## src/vtrack_regs.svh

```systemverilog
// constants for the voltage code tracker: widths, timing counts, reset values
// assumes core_clk at 25 MHz; included by bare name
`ifndef VTRACK_REGS_SVH
`define VTRACK_REGS_SVH

`define CORE_CLK_HZ        25000000
`define SAMPLE_CLK_HZ      3000000
`define STEP_CLK_HZ        330000
`define SAMPLE_DIV         (`CORE_CLK_HZ / `SAMPLE_CLK_HZ)
`define STEP_DIV           (`CORE_CLK_HZ / `STEP_CLK_HZ)
`define STABLE_READS       3
`define STEP_UV            6250
`define CODE_W             8
`define SETPOINT_W         16
`define SETPOINT_RST       16'h0000
`define CODE_RST           8'h00

`endif

```

## src/vtrack_pkg.sv

```systemverilog
// types for the voltage code tracker
// no assumptions beyond the header
package vtrack_pkg;

    typedef enum logic [1:0]
    {
        mode_direct_a = 2'b00,
        mode_direct_b = 2'b01,
        mode_slew_a   = 2'b10,
        mode_slew_b   = 2'b11
    } mode_type;

    typedef enum logic [1:0]
    {
        st_idle    = 2'b00,
        st_slewing = 2'b01
    } state_type;

    typedef struct packed
    {
        logic [15:0] setpoint;
        logic [7:0]  target;
        logic        busy;
    } status_type;

endpackage

```

## src/voltage_code_tracker.sv

```systemverilog
// voltage code tracker: samples the select code, moves the setpoint
// assumes the host keeps its own step size and pacing in direct modes
//
// Contract
// - the response to a new code depends on the active table mode.
// - direct modes sample the code on each one-cycle pulse of an internal 3 MHz strobe.
// - slewing modes sample the code on the same 3 MHz strobe.
// - a new code is taken only after three equal differing reads in a row.
// - direct modes load the setpoint with the new level at once.
// - slewing modes accept code changes of several steps at once.
// - slewing modes step the setpoint by one 6.25 mV step at 330 kHz until equal.
`timescale 1ns/1ps
`include "vtrack_regs.svh"

module voltage_code_tracker #(
    parameter int CODE_W     = `CODE_W,
    parameter int SETPOINT_W = `SETPOINT_W,
    parameter int SAMPLE_DIV = `SAMPLE_DIV,
    parameter int STEP_DIV   = `STEP_DIV
) (
    input  wire logic                  core_clk,   // 25 MHz clock
    input  wire logic                  rst,        // sync reset, high
    input  wire vtrack_pkg::mode_type  mode,       // table mode, static
    input  wire logic [CODE_W-1:0]     code_pin,   // voltage_select_code pins
    output logic [SETPOINT_W-1:0]      setpoint,   // reference in step units
    output logic [CODE_W-1:0]          target,     // accepted code
    output logic                       busy        // slew in progress
);

    // ----------------------------------------
    // sample and step strobes
    // ----------------------------------------
    logic [7:0]  sample_cnt;
    logic [7:0]  step_cnt;
    logic        sample_tick;
    logic        step_tick;

    wire sample_wrap = (sample_cnt == 8'(SAMPLE_DIV - 1));
    wire step_wrap   = (step_cnt == 8'(STEP_DIV - 1));

    always_ff @(posedge core_clk)
    begin
        if (rst)
        begin
            sample_cnt  <= 8'h00;
            sample_tick <= 1'b0;
        end
        else
        begin
            sample_cnt  <= sample_wrap ? 8'h00 : sample_cnt + 8'h01;
            sample_tick <= sample_wrap;
        end
    end

    always_ff @(posedge core_clk)
    begin
        if (rst)
        begin
            step_cnt  <= 8'h00;
            step_tick <= 1'b0;
        end
        else
        begin
            step_cnt  <= step_wrap ? 8'h00 : step_cnt + 8'h01;
            step_tick <= step_wrap;
        end
    end

    // ----------------------------------------
    // code filter
    // ----------------------------------------
    logic [CODE_W-1:0] code_valid;
    logic              code_new;

    code_filter #(
        .CODE_W (CODE_W),
        .READS  (`STABLE_READS)
    ) u_code_filter (
        .core_clk    (core_clk),
        .rst         (rst),
        .sample_tick (sample_tick),
        .code_pin    (code_pin),
        .code_valid  (code_valid),
        .code_new    (code_new)
    );

    // ----------------------------------------
    // setpoint control
    // ----------------------------------------
    vtrack_pkg::state_type state;

    wire slew_mode = mode[1];
    wire [SETPOINT_W-1:0] goal = SETPOINT_W'(target);
    wire at_goal   = (setpoint == goal);
    wire go_up     = (setpoint < goal);

    always_ff @(posedge core_clk)
    begin
        if (rst)
        begin
            setpoint <= `SETPOINT_RST;
            target   <= `CODE_RST;
            state    <= vtrack_pkg::st_idle;
        end
        else
        begin
            if (code_new)
                target <= code_valid;
            case (state)
                vtrack_pkg::st_idle:
                begin
                    if (code_new && !slew_mode)
                        setpoint <= SETPOINT_W'(code_valid);
                    else if (code_new)
                        state <= vtrack_pkg::st_slewing;
                end
                vtrack_pkg::st_slewing:
                begin
                    if (!slew_mode)
                    begin
                        setpoint <= goal;
                        state    <= vtrack_pkg::st_idle;
                    end
                    else if (at_goal && !code_new)
                        state <= vtrack_pkg::st_idle;
                    else if (step_tick && !at_goal)
                        setpoint <= go_up ? setpoint + 1'b1
                                          : setpoint - 1'b1;
                end
                default:
                    state <= vtrack_pkg::st_idle;
            endcase
        end
    end

    assign busy = (state == vtrack_pkg::st_slewing);

endmodule // voltage_code_tracker

```

## src/code_filter.sv

```systemverilog
// sampler and stability filter for the voltage select code
// assumes a sample strobe on core_clk and a pin input from outside the domain
`timescale 1ns/1ps
`include "vtrack_regs.svh"

module code_filter #(
    parameter int CODE_W = `CODE_W,
    parameter int READS  = `STABLE_READS
) (
    input  wire logic              core_clk,     // clock
    input  wire logic              rst,          // sync reset, high
    input  wire logic              sample_tick,  // one-cycle sample strobe
    input  wire logic [CODE_W-1:0] code_pin,     // raw code pins
    output logic [CODE_W-1:0]      code_valid,   // accepted code
    output logic                   code_new      // pulse on acceptance
);

    // ----------------------------------------
    // three-flop synchroniser
    // ----------------------------------------
    logic [CODE_W-1:0] sync1;
    logic [CODE_W-1:0] sync2;
    logic [CODE_W-1:0] sync3;
    logic [CODE_W-1:0] held;
    logic [CODE_W-1:0] cand;
    logic [1:0]        run;

    // a read only moves once the second and third flops agree
    wire                  agree    = (sync2 == sync3);
    wire [CODE_W-1:0]     rd       = agree ? sync3 : held;
    wire                  differs  = (rd != code_valid);
    wire                  same_run = (rd == cand);
    wire                  hit      = sample_tick && differs && same_run
                                     && (run == 2'(READS - 1));

    always_ff @(posedge core_clk)
    begin
        sync1 <= code_pin;
        sync2 <= sync1;
        sync3 <= sync2;
    end

    // ----------------------------------------
    // consecutive read counter
    // ----------------------------------------
    always_ff @(posedge core_clk)
    begin
        if (rst)
        begin
            cand       <= `CODE_RST;
            run        <= 2'h0;
            held       <= `CODE_RST;
            code_valid <= `CODE_RST;
            code_new   <= 1'b0;
        end
        else
        begin
            code_new <= 1'b0;
            if (agree)
                held <= sync3;
            if (sample_tick)
            begin
                if (!differs)
                    run <= 2'h0;
                else if (!same_run)
                begin
                    cand <= rd;
                    run  <= 2'h1;
                end
                else if (hit)
                begin
                    code_valid <= rd;
                    code_new   <= 1'b1;
                    run        <= 2'h0;
                end
                else
                    run <= run + 2'h1;
            end
        end
    end

endmodule // code_filter

```

## config.mk

```make
export PLATFORM = sky130hd
export DESIGN_NAME = voltage_code_tracker
export DESIGN_NICKNAME = d
export VERILOG_FILES = /design/src/vtrack_pkg.sv /design/src/voltage_code_tracker.sv /design/src/code_filter.sv
export VERILOG_INCLUDE_DIRS = /design/src /design/src/src
export SDC_FILE = /design/constraint.sdc
export NUM_CORES = 1
export LEC_CHECK = 0
export BUFFER_PORTS_ARGS = -buffer_cell sky130_fd_sc_hd__buf_2
export CORE_MARGIN = 10
export CORE_UTILIZATION = 33
export DETAILED_ROUTE_END_ITERATION = 10
export PLACE_DENSITY_LB_ADDON = 0.15
export REMOVE_ABC_BUFFERS = 1
export SYNTH_ARGS = -nofsm -noshare
export SYNTH_HDL_FRONTEND = slang
export SYNTH_SLANG_ARGS = --single-unit
```

## constraint.sdc

```tcl
create_clock -name core_clk -period 5.52 [get_ports core_clk]
set_input_delay 0.552 -clock core_clk [delete_from_list [all_inputs] [get_ports core_clk]]
set_output_delay 0.552 -clock core_clk [all_outputs]
set_load 0.005 [all_outputs]
```

After elaboration in Yosys (flattened, before gate mapping)
Index checks and enable logic that the tools add are counted.
{"block": "totals", "regBits": 95, "out_inout_bits": 25}
{"block": "classes", "n_addsub": 5, "magnitude_cmp": 1, "reduce_logical": 18, "bitwise": 3, "eq_ne": 14, "mux": 16}
{"cell": "$mux W16", "n": 5}
{"cell": "$pmux W16 S2", "n": 1}
{"cell": "$add A16 B1 Y16 const B", "n": 1}
{"cell": "$add A8 B1 Y8 const B", "n": 2}
{"cell": "$eq A16 B8 Y1", "n": 1}
{"cell": "$eq A8 B8 Y1", "n": 2}
{"cell": "$lt A16 B8 Y1", "n": 1}
{"cell": "$sub A16 B1 Y16 const B", "n": 1}
{"cell": "$mux W2", "n": 7}
{"cell": "$eq A8 B3 Y1 const B", "n": 1}
{"cell": "$eq A8 B7 Y1 const B", "n": 1}
{"cell": "$mux W8", "n": 1}
{"cell": "$ne A8 B8 Y1", "n": 1}
{"cell": "$reduce_and A4 Y1", "n": 2}
{"cell": "$logic_and A1 B1 Y1", "n": 6}
{"cell": "$ne A3 B2 Y1 const B", "n": 2}
{"cell": "$reduce_and A3 Y1", "n": 2}
{"cell": "$ne A2 B2 Y1 const B", "n": 2}
{"cell": "$pmux W2 S2", "n": 1}
{"cell": "$reduce_or A2 Y1", "n": 2}
{"cell": "$reduce_or A4 Y1", "n": 1}
{"cell": "$logic_not A1 Y1", "n": 3}
{"cell": "$ne A3 B3 Y1 const B", "n": 1}
{"cell": "$not A1 Y1", "n": 3}
{"cell": "other kinds (7)", "n": 7}

Depth between registers and ports, before layout
Gate-level depths: netlist of the first run.
{"block": "logic_depth", "depth_word": 9, "depth_mapped": 16, "depth_no_buf": 16}

Modules after synthesis
From an unflattened synthesis of the first run, not the netlist that was laid out.
{"block": "unflattened", "cells_unflattened": 515, "hier_area_um2": 4875.9}
{"module": "voltage_code_tracker", "cells_each": 318, "n_inst": 1, "area_each_um2": 2733.9}
{"module": "code_filter", "cells_each": 197, "n_inst": 1, "area_each_um2": 2142.1}

Worst setup path before layout of the first run
OpenSTA, ideal clock, no wires.
{"block": "synth_timing", "path_kind": "reg-to-reg", "start": "register target[1]", "end": "register setpoint[12]", "period_less_slack_ns": 3.955, "t_arrival_ns": 3.838, "path_slack_ns": 1.565, "path_stages_with_launch": 16, "path_cell_list": "dfxtp_1 inv_1 ha_1 nor2b_1 o21a_1 o21ai_0 a21oi_1 or4_1 ha_1 nor2b_1 o31a_1 o2111ai_1 a21boi_0 o21a_1 or3_1 a32o_1"}
{"block": "synth_between", "elab_chain_len": 6, "word_cells_on_any_way": 13, "cone_classes": "order compare: 1; eq/ne: 3; mux: 5; reduce/logical: 4"}
{"element": "start, declared", "line_no": "voltage_code_tracker.sv:26", "rtl": "output logic [CODE_W-1:0] target,"}
{"element": "start signal, assigned", "line_no": "voltage_code_tracker.sv:102", "rtl": "target <= `CODE_RST;"}
{"element": "start signal, assigned", "line_no": "voltage_code_tracker.sv:108", "rtl": "target <= code_valid;"}
{"element": "$lt A16 B8 Y1", "line_no": "voltage_code_tracker.sv:95", "rtl": "wire go_up = (setpoint < goal);"}
{"element": "$mux W16", "line_no": "voltage_code_tracker.sv:127", "rtl": "setpoint <= go_up ? setpoint + 1'b1"}
{"element": "$mux W16", "line_no": "voltage_code_tracker.sv:126", "rtl": "else if (step_tick && !at_goal)"}
{"element": "$mux W16", "line_no": "voltage_code_tracker.sv:124", "rtl": "else if (at_goal && !code_new)"}
{"element": "$mux W16", "line_no": "voltage_code_tracker.sv:119", "rtl": "if (!slew_mode)"}
{"element": "$pmux W16 S2", "line_no": "voltage_code_tracker.sv:109", "rtl": "case (state)"}
{"element": "end signal, assigned", "line_no": "voltage_code_tracker.sv:113", "rtl": "setpoint <= SETPOINT_W'(code_valid);"}
{"element": "end signal, assigned", "line_no": "voltage_code_tracker.sv:121", "rtl": "setpoint <= goal;"}
{"element": "end signal, assigned", "line_no": "voltage_code_tracker.sv:127"}
{"element": "end, declared", "line_no": "voltage_code_tracker.sv:25", "rtl": "output logic [SETPOINT_W-1:0] setpoint,"}
Several ways; a longest one is shown, not always the timed one. The select of a mux whose other input is x is not followed.
A chain may end at the register's enable or synchronous reset.

Worst setup path after layout of the first run
Ends and elaborated chain as after synthesis.

==> results of run 1 <==
worst paths after layout:
kind | end | slack (ns) | cells past startpoint
max | setpoint[12] | 1.05 | 15
max reg2reg | setpoint[12] | 1.05 | 15
min | u_code_filter.sync1[5] | 0.29 | 1
min reg2reg | u_code_filter.sync2[4] | 0.33 | 0
through the flow:
step	setup WS [ns]	area [um^2]	cells
floorplan	1.57	4620	481
global placement	1.03	5040	698
detailed placement	1.04	5040	698
CTS	0.989	5350	714
global route	0.774	5350	714
finish	1.05	5350	714
cells by family after synthesis:
group           share of synthesized area (%)
xor+xnor                                 8.60
mux                                      8.81
fa+ha+maj                                7.37
flops                                    40.2
compound gates                           15.0
simple gates                             17.0
buf+inv                                  3.02
flip-flops by register name, indices dropped and copies added, names as in the netlist:
signal	cells
u_code_filter.sync3	8
sample_tick	1
setpoint	16
u_code_filter.run	2
u_code_filter.code_new	1
u_code_filter.cand	8
u_code_filter.sync1	8
u_code_filter.sync2	8
u_code_filter.held	8
state	1
target	8
sample_cnt	8
u_code_filter.code_valid	8
step_tick	1
step_cnt	8
worst max-delay path, stage by stage, from the launching register on:
cell and delay, ns:
dfxtp_1 0.39, inv_1 0.06, ha_1 0.29, nor2b_1 0.13
o21a_1 0.16, o21ai_0 0.18, a21oi_1 0.12, or4_1 0.86
ha_1 0.47, nor2b_1 0.17, o31a_1 0.28, o2111ai_1 0.26
a21boi_0 0.22, o21a_1 0.22, or3_1 0.31, a32o_1 0.26
metal layers:
metal	global-route usage, %	part of all wire (%)	routed length (um)
met1	14.0	47	5150
met2	18.5	48	5210
met5	0	0	0
met4	3.90	1.4	154
met3	3.39	3.7	404
cells in the final DEF (no fill, tap or decap), types with 3 or more instances in the layout:
cell type / count
mux2i_1: 18
a21oi_1: 19
nand3_1: 13
a31o_2: 3
buf_2: 35
nand4_1: 7
a211oi_1: 6
o221ai_1: 3
a21o_1: 3
nand2_1: 21
nor2b_1: 15
mux2_2: 10
mux2_4: 8
o21a_1: 5
o21ai_0: 17
xor2_1: 19
o211ai_1: 9
or3_1: 4
a22oi_1: 4
and3_1: 7
inv_6: 3
dfxtp_1: 94
nand2b_1: 5
or2_2: 3
nor2_1: 61
nor4_1: 6
inv_1: 21
ha_1: 26
clkbuf_16: 9
xnor2_1: 27
nor3_1: 7
layout make-up:
type	count	area [um^2]
sequential	94	1880
timing repair buffer	37	190
multi-input combinational	366	2660
fill	1424	8540
tap	180	225
clock inverter	7	81.3
inverter	21	78.8
clock buffer	9	225
power breakdown:
part	internal [mW]	switching (mW)
registers	0.691	0.0120
logic	0.0192	0.0261
clock network	0.325	0.314
==> results.cfg, run 1 <==
[timing]
whs_ns = 0.293
rsz0062_at_grt = no
fin_setup_tns_ns = 0
clock-skew-final_ns = 0.00603
tightestPinTransition_ns = 0.684
final_hold_viol_count = 0
max_freq_mhz = 223
layout_min_cycle_time_ns = 4.47
setup_viol = 0
timing.max_slew.rel_slack_pct = 53.8
final.period_utilization_pct = 81.1
maxSlewViolCount = 0

[synthesis]
synth_edf_count = 0
gate_count_post_synth = 495
yosysTopAreaCell = dfxtp_1
synth_common_cells = 94 x dfxtp_1, 61 x nor2_1, 27 x xnor2_1, 26 x ha_1
post-synth-top-area-fraction_pct = 40.2
ys_seq_area_share_pct = 40.2
synth-seq-cells = 94
asyncSetResetFlopFracSynth_pct = 0
synth.area.top_cells = dfxtp_1 40%, ha_1 6.9%, xnor2_1 5.0%
synth_top_flop_cell = dfxtp_1
mappedNetlistArea_um2 = 4690
syn_area_per_cell_um2 = 9.47
synthesis.yosys.warnings = 0
synth_cell_type_count = 66
synthMostInstantiatedCell = dfxtp_1

[cells_and_area]
antenna-diode-count = 0
final_net_count = 568
final_layout_size_suffix_gt1_share_pct = 15.7
fin_util_pct = 38.5
area_delta_synth_final_pct = 14.1

[power]
p_leak_nw = 2.25
power.density_cell_area_nw_per_um2 = 259
power.total_mw = 1.39
ir_worst_vdd_mv = 0.201

[route]
detail-route-antenna-nets = 0
wire_per_inst_um = 15.3
firstDrtPassIters = 6
vias_per_cell = 5.09
drc = 0
drt_first_iter_violations = 190
vias = 3637
route.final.wire_length_mm = 10.9

[global_routing]
pin_count_of_the_biggest_net_entering_global_routing = 54
grt_first_pass_wirelength_mm = 18.1
grt_remaining_overflow = 0
track_usage_pct = 11.4
first_global_vias = 3596
grt_antenna_before_repair = 0

[clock_tree]
tritoncts = done
ctsHtreeMaxLevel = 3
holdBufCountCts = 0
cts_buffer_depth = 2
clockRootBuffer = clkbuf_16
cts-resized-gates = 0
post-cts-setup-buffers = 0
clk-insertion-delay-late_ns = 0.35
cts.reportedPaths.clkPinSlew_ns = 0.07
cts_sinks = 94
cts-buffers-inserted = 9

[critical_path]
cp.required_ns = 5.77
startpoint_type_of_the_worst_setup_path = flop
timing.critical_path.arrival_ns = 4.72
worstReg2RegStart = target[1]
cp-end-kind = flop
critical_setup_path_kind = reg2reg
worstPathMaxFanout = 17
cp-startpoint = target[1]

[floorplan]
placementRows = 43
die_w_um = 139
die_height_um = 139
ioPinCount = 37
die_area_um2 = 19400
initial_core_util_pct = 33.8
placeableCoreArea_um2 = 13900

[status]
run_status = finished, final reports clean

[placement]
port_buffers = 35
gp_congestion = 0.806
dp_hpwl_mm = 8.08

[min_path]
hold_class = in2reg
worst_hold_startpoint = code_pin[5]

[job]
timing.max_cap.violations = 0
No activity file was read; power rests on OpenSTA's default activity.
==> run 2, diff against run 1 <==
Clock period 5.52 ns to 3.7 ns, I/O delays scaled along.
==> results.cfg, run 2 (synthesis gave the netlist of run 1 again) <==
[critical_path]
cp.required_ns = 3.94
cp-end-kind = flop
critical_path.n_buffers_inverters = 1
worstPathMaxFanout = 6
timing.critical_path.arrival_ns = 3.88
cp-startpoint = target[1]
critPathTopFamily = compound AO/OA/AOI/OAI gates
startpoint_type_of_the_worst_setup_path = flop
reg2reg_to = setpoint[12]
cp_cell_sequence = inv_2, ha_4, nor2b_1, o21a_1, o21ai_2, a21oi_2, or4_4, ha_4, nor2b_4, o31a_1, o2111ai_2, a21boi_2, o21a_1, or3_1, a32o_1
worst_path_max_delay_cell = or4_4
worst_path_largest_cell_delay_ns = 0.61
worstReg2RegStart = target[1]
critical_setup_path_kind = reg2reg
timing.reg2reg.worst_path_depth = 15
ff2ff_setup_slack_ns = 0.06

[global_routing]
pin_count_of_the_biggest_net_entering_global_routing = 31
first_global_vias = 3824
grt_first_pass_wirelength_mm = 19.1
track_usage_pct = 12.0
grt_remaining_overflow = 0
grt_antenna_before_repair = 0

[timing]
timing.max_slew.rel_slack_pct = 52.8
setup_viol = 0
maxSlewViolCount = 0
final.period_utilization_pct = 98.3
max_freq_mhz = 275
layout_min_cycle_time_ns = 3.64
tightestPinTransition_ns = 0.708
fin_setup_tns_ns = 0
final_hold_viol_count = 0
clock-skew-final_ns = 0.00787
rsz0062_at_grt = yes

[placement]
placed_cells_incl_taps = 741
dp_hpwl_mm = 8.65
port_buffers = 35
gp_congestion = 0.873

[clock_tree]
clockRootBuffer = clkbuf_16
cts.reportedPaths.clkPinSlew_ns = 0.07
clk-insertion-delay-late_ns = 0.35
ctsHtreeMaxLevel = 3
cts_sinks = 94
cts_buffer_depth = 2
tritoncts = done
cts-buffers-inserted = 9
holdBufCountCts = 0

[route]
drt_first_iter_violations = 173
vias = 3852
drc = 0
wire_per_inst_um = 15.4
firstDrtPassIters = 4
vias_per_cell = 5.06
detail-route-antenna-nets = 0
route.final.wire_length_mm = 11.7

[floorplan]
initial_core_util_pct = 33.8
placementRows = 43
die_w_um = 139
die_area_um2 = 19400
ioPinCount = 37
placeableCoreArea_um2 = 13900
die_height_um = 139

[min_path]
worst_hold_startpoint = code_pin[2]
hold_class = in2reg
holdPathStages = 1
min_to = u_code_filter.sync1[2]

[cells_and_area]
final_net_count = 615
largest_register_ff_count = 16
antenna-diode-count = 0
most-common-layout-cells = 92 x dfxtp_1, 61 x nor2_1, 47 x buf_4
layout_commonest_cell = dfxtp_1
final-instance-count-excl-fill = 761
area_delta_synth_final_pct = 24.9
largest_register = setpoint
final_layout_size_suffix_gt1_share_pct = 26.9
fin_util_pct = 42.2

[power]
p_clk_share_pct = 45.7
ir_worst_vdd_mv = 0.400
total_switching_power_mw = 0.513
power.density_cell_area_nw_per_um2 = 351
p_leak_nw = 2.52
power.internal_mw = 1.54
comb_power_share_pct = 3.3
power.share.sequential_pct = 51.0
netSwitchingFraction_pct = 24.9

[job]
timing.max_cap.violations = 0

[status]
run_status = finished, final reports clean
-- run 2: cell types whose count changed in the layout (fill, tap and decap cells not counted), sizes merged --
cell  previous run  this run
buf             37        84
-- run 2: worst max path at each step --
stage | end | cells past startpoint | slack (ns)
floorplan | setpoint[12] | 15 | -0.25
global placement | setpoint[12] | 16 | -0.25
detailed placement | setpoint[12] | 16 | -0.33
CTS | setpoint[12] | 15 | -0.02
global route | setpoint[14] | 16 | -0.09
finish | setpoint[12] | 15 | 0.06
-- run 2: metal layers --
metal  share of wire (%)  GRT usage, %  vias up
met1                  46          14.5     1827
met4                 1.8          3.62        0
met5                   0             0        -
met3                 4.2          3.53       17
li1                    -             -     1946
met2                  48          20.0       62
-- run 2: metrics by stage --
step	hold slack, ns	instance area [um^2]	setup slack [ns]	power, mW
floorplan	0.310	4620	-0.255	1.11
global placement	0.312	5360	-0.253	1.14
detailed placement	0.312	5360	-0.325	1.14
CTS	0.0951	5740	-0.0202	2.09
global route	0.0881	5850	-0.0865	2.15
finish	0.114	5850	0.0629	2.06
-- run 2: power by group through the flow --
| stage | combinational [mW] | sequential [mW] | clock [mW] |
|---|---|---|---|
| 2_1_floorplan | 0.0421 | 1.07 | 0 |
| 3_3_place_gp | 0.0683 | 1.07 | 0 |
| 3_5_place_dp | 0.0682 | 1.07 | 0 |
| 4_1_cts | 0.0687 | 1.05 | 0.974 |
| 5_1_grt | 0.0758 | 1.05 | 1.02 |
| 6_report | 0.0682 | 1.05 | 0.940 |
-- run 2: final cells by class --
cell class / instances / area [um^2]
clock inverter: 7 / 81.3
timing repair buffer: 84 / 554
multi-input combinational: 366 / 2800
sequential: 94 / 1880
tap: 180 / 225
fill: 1386 / 8030
clock buffer: 9 / 225
inverter: 21 / 78.8
-- run 2: repair_timing --
item                       in CTS  in global routing
pin swaps                       5                 12
resized for setup              17                 20
setup buffers                   1                  3
setup endpoints to repair       8                  7
cloned                          0                  0
-- run 2: worst register-to-register path, delay by kind of cell, from the launching register on --
kind / cells / cell delay, ns
AOI/OAI and AO/OA: 8 / 1.51
and+or+nand+nor: 4 / 1.16
buffers and inverters: 1 / 0.04
DFF: 1 / 0.33
adders and majority gates: 2 / 0.48
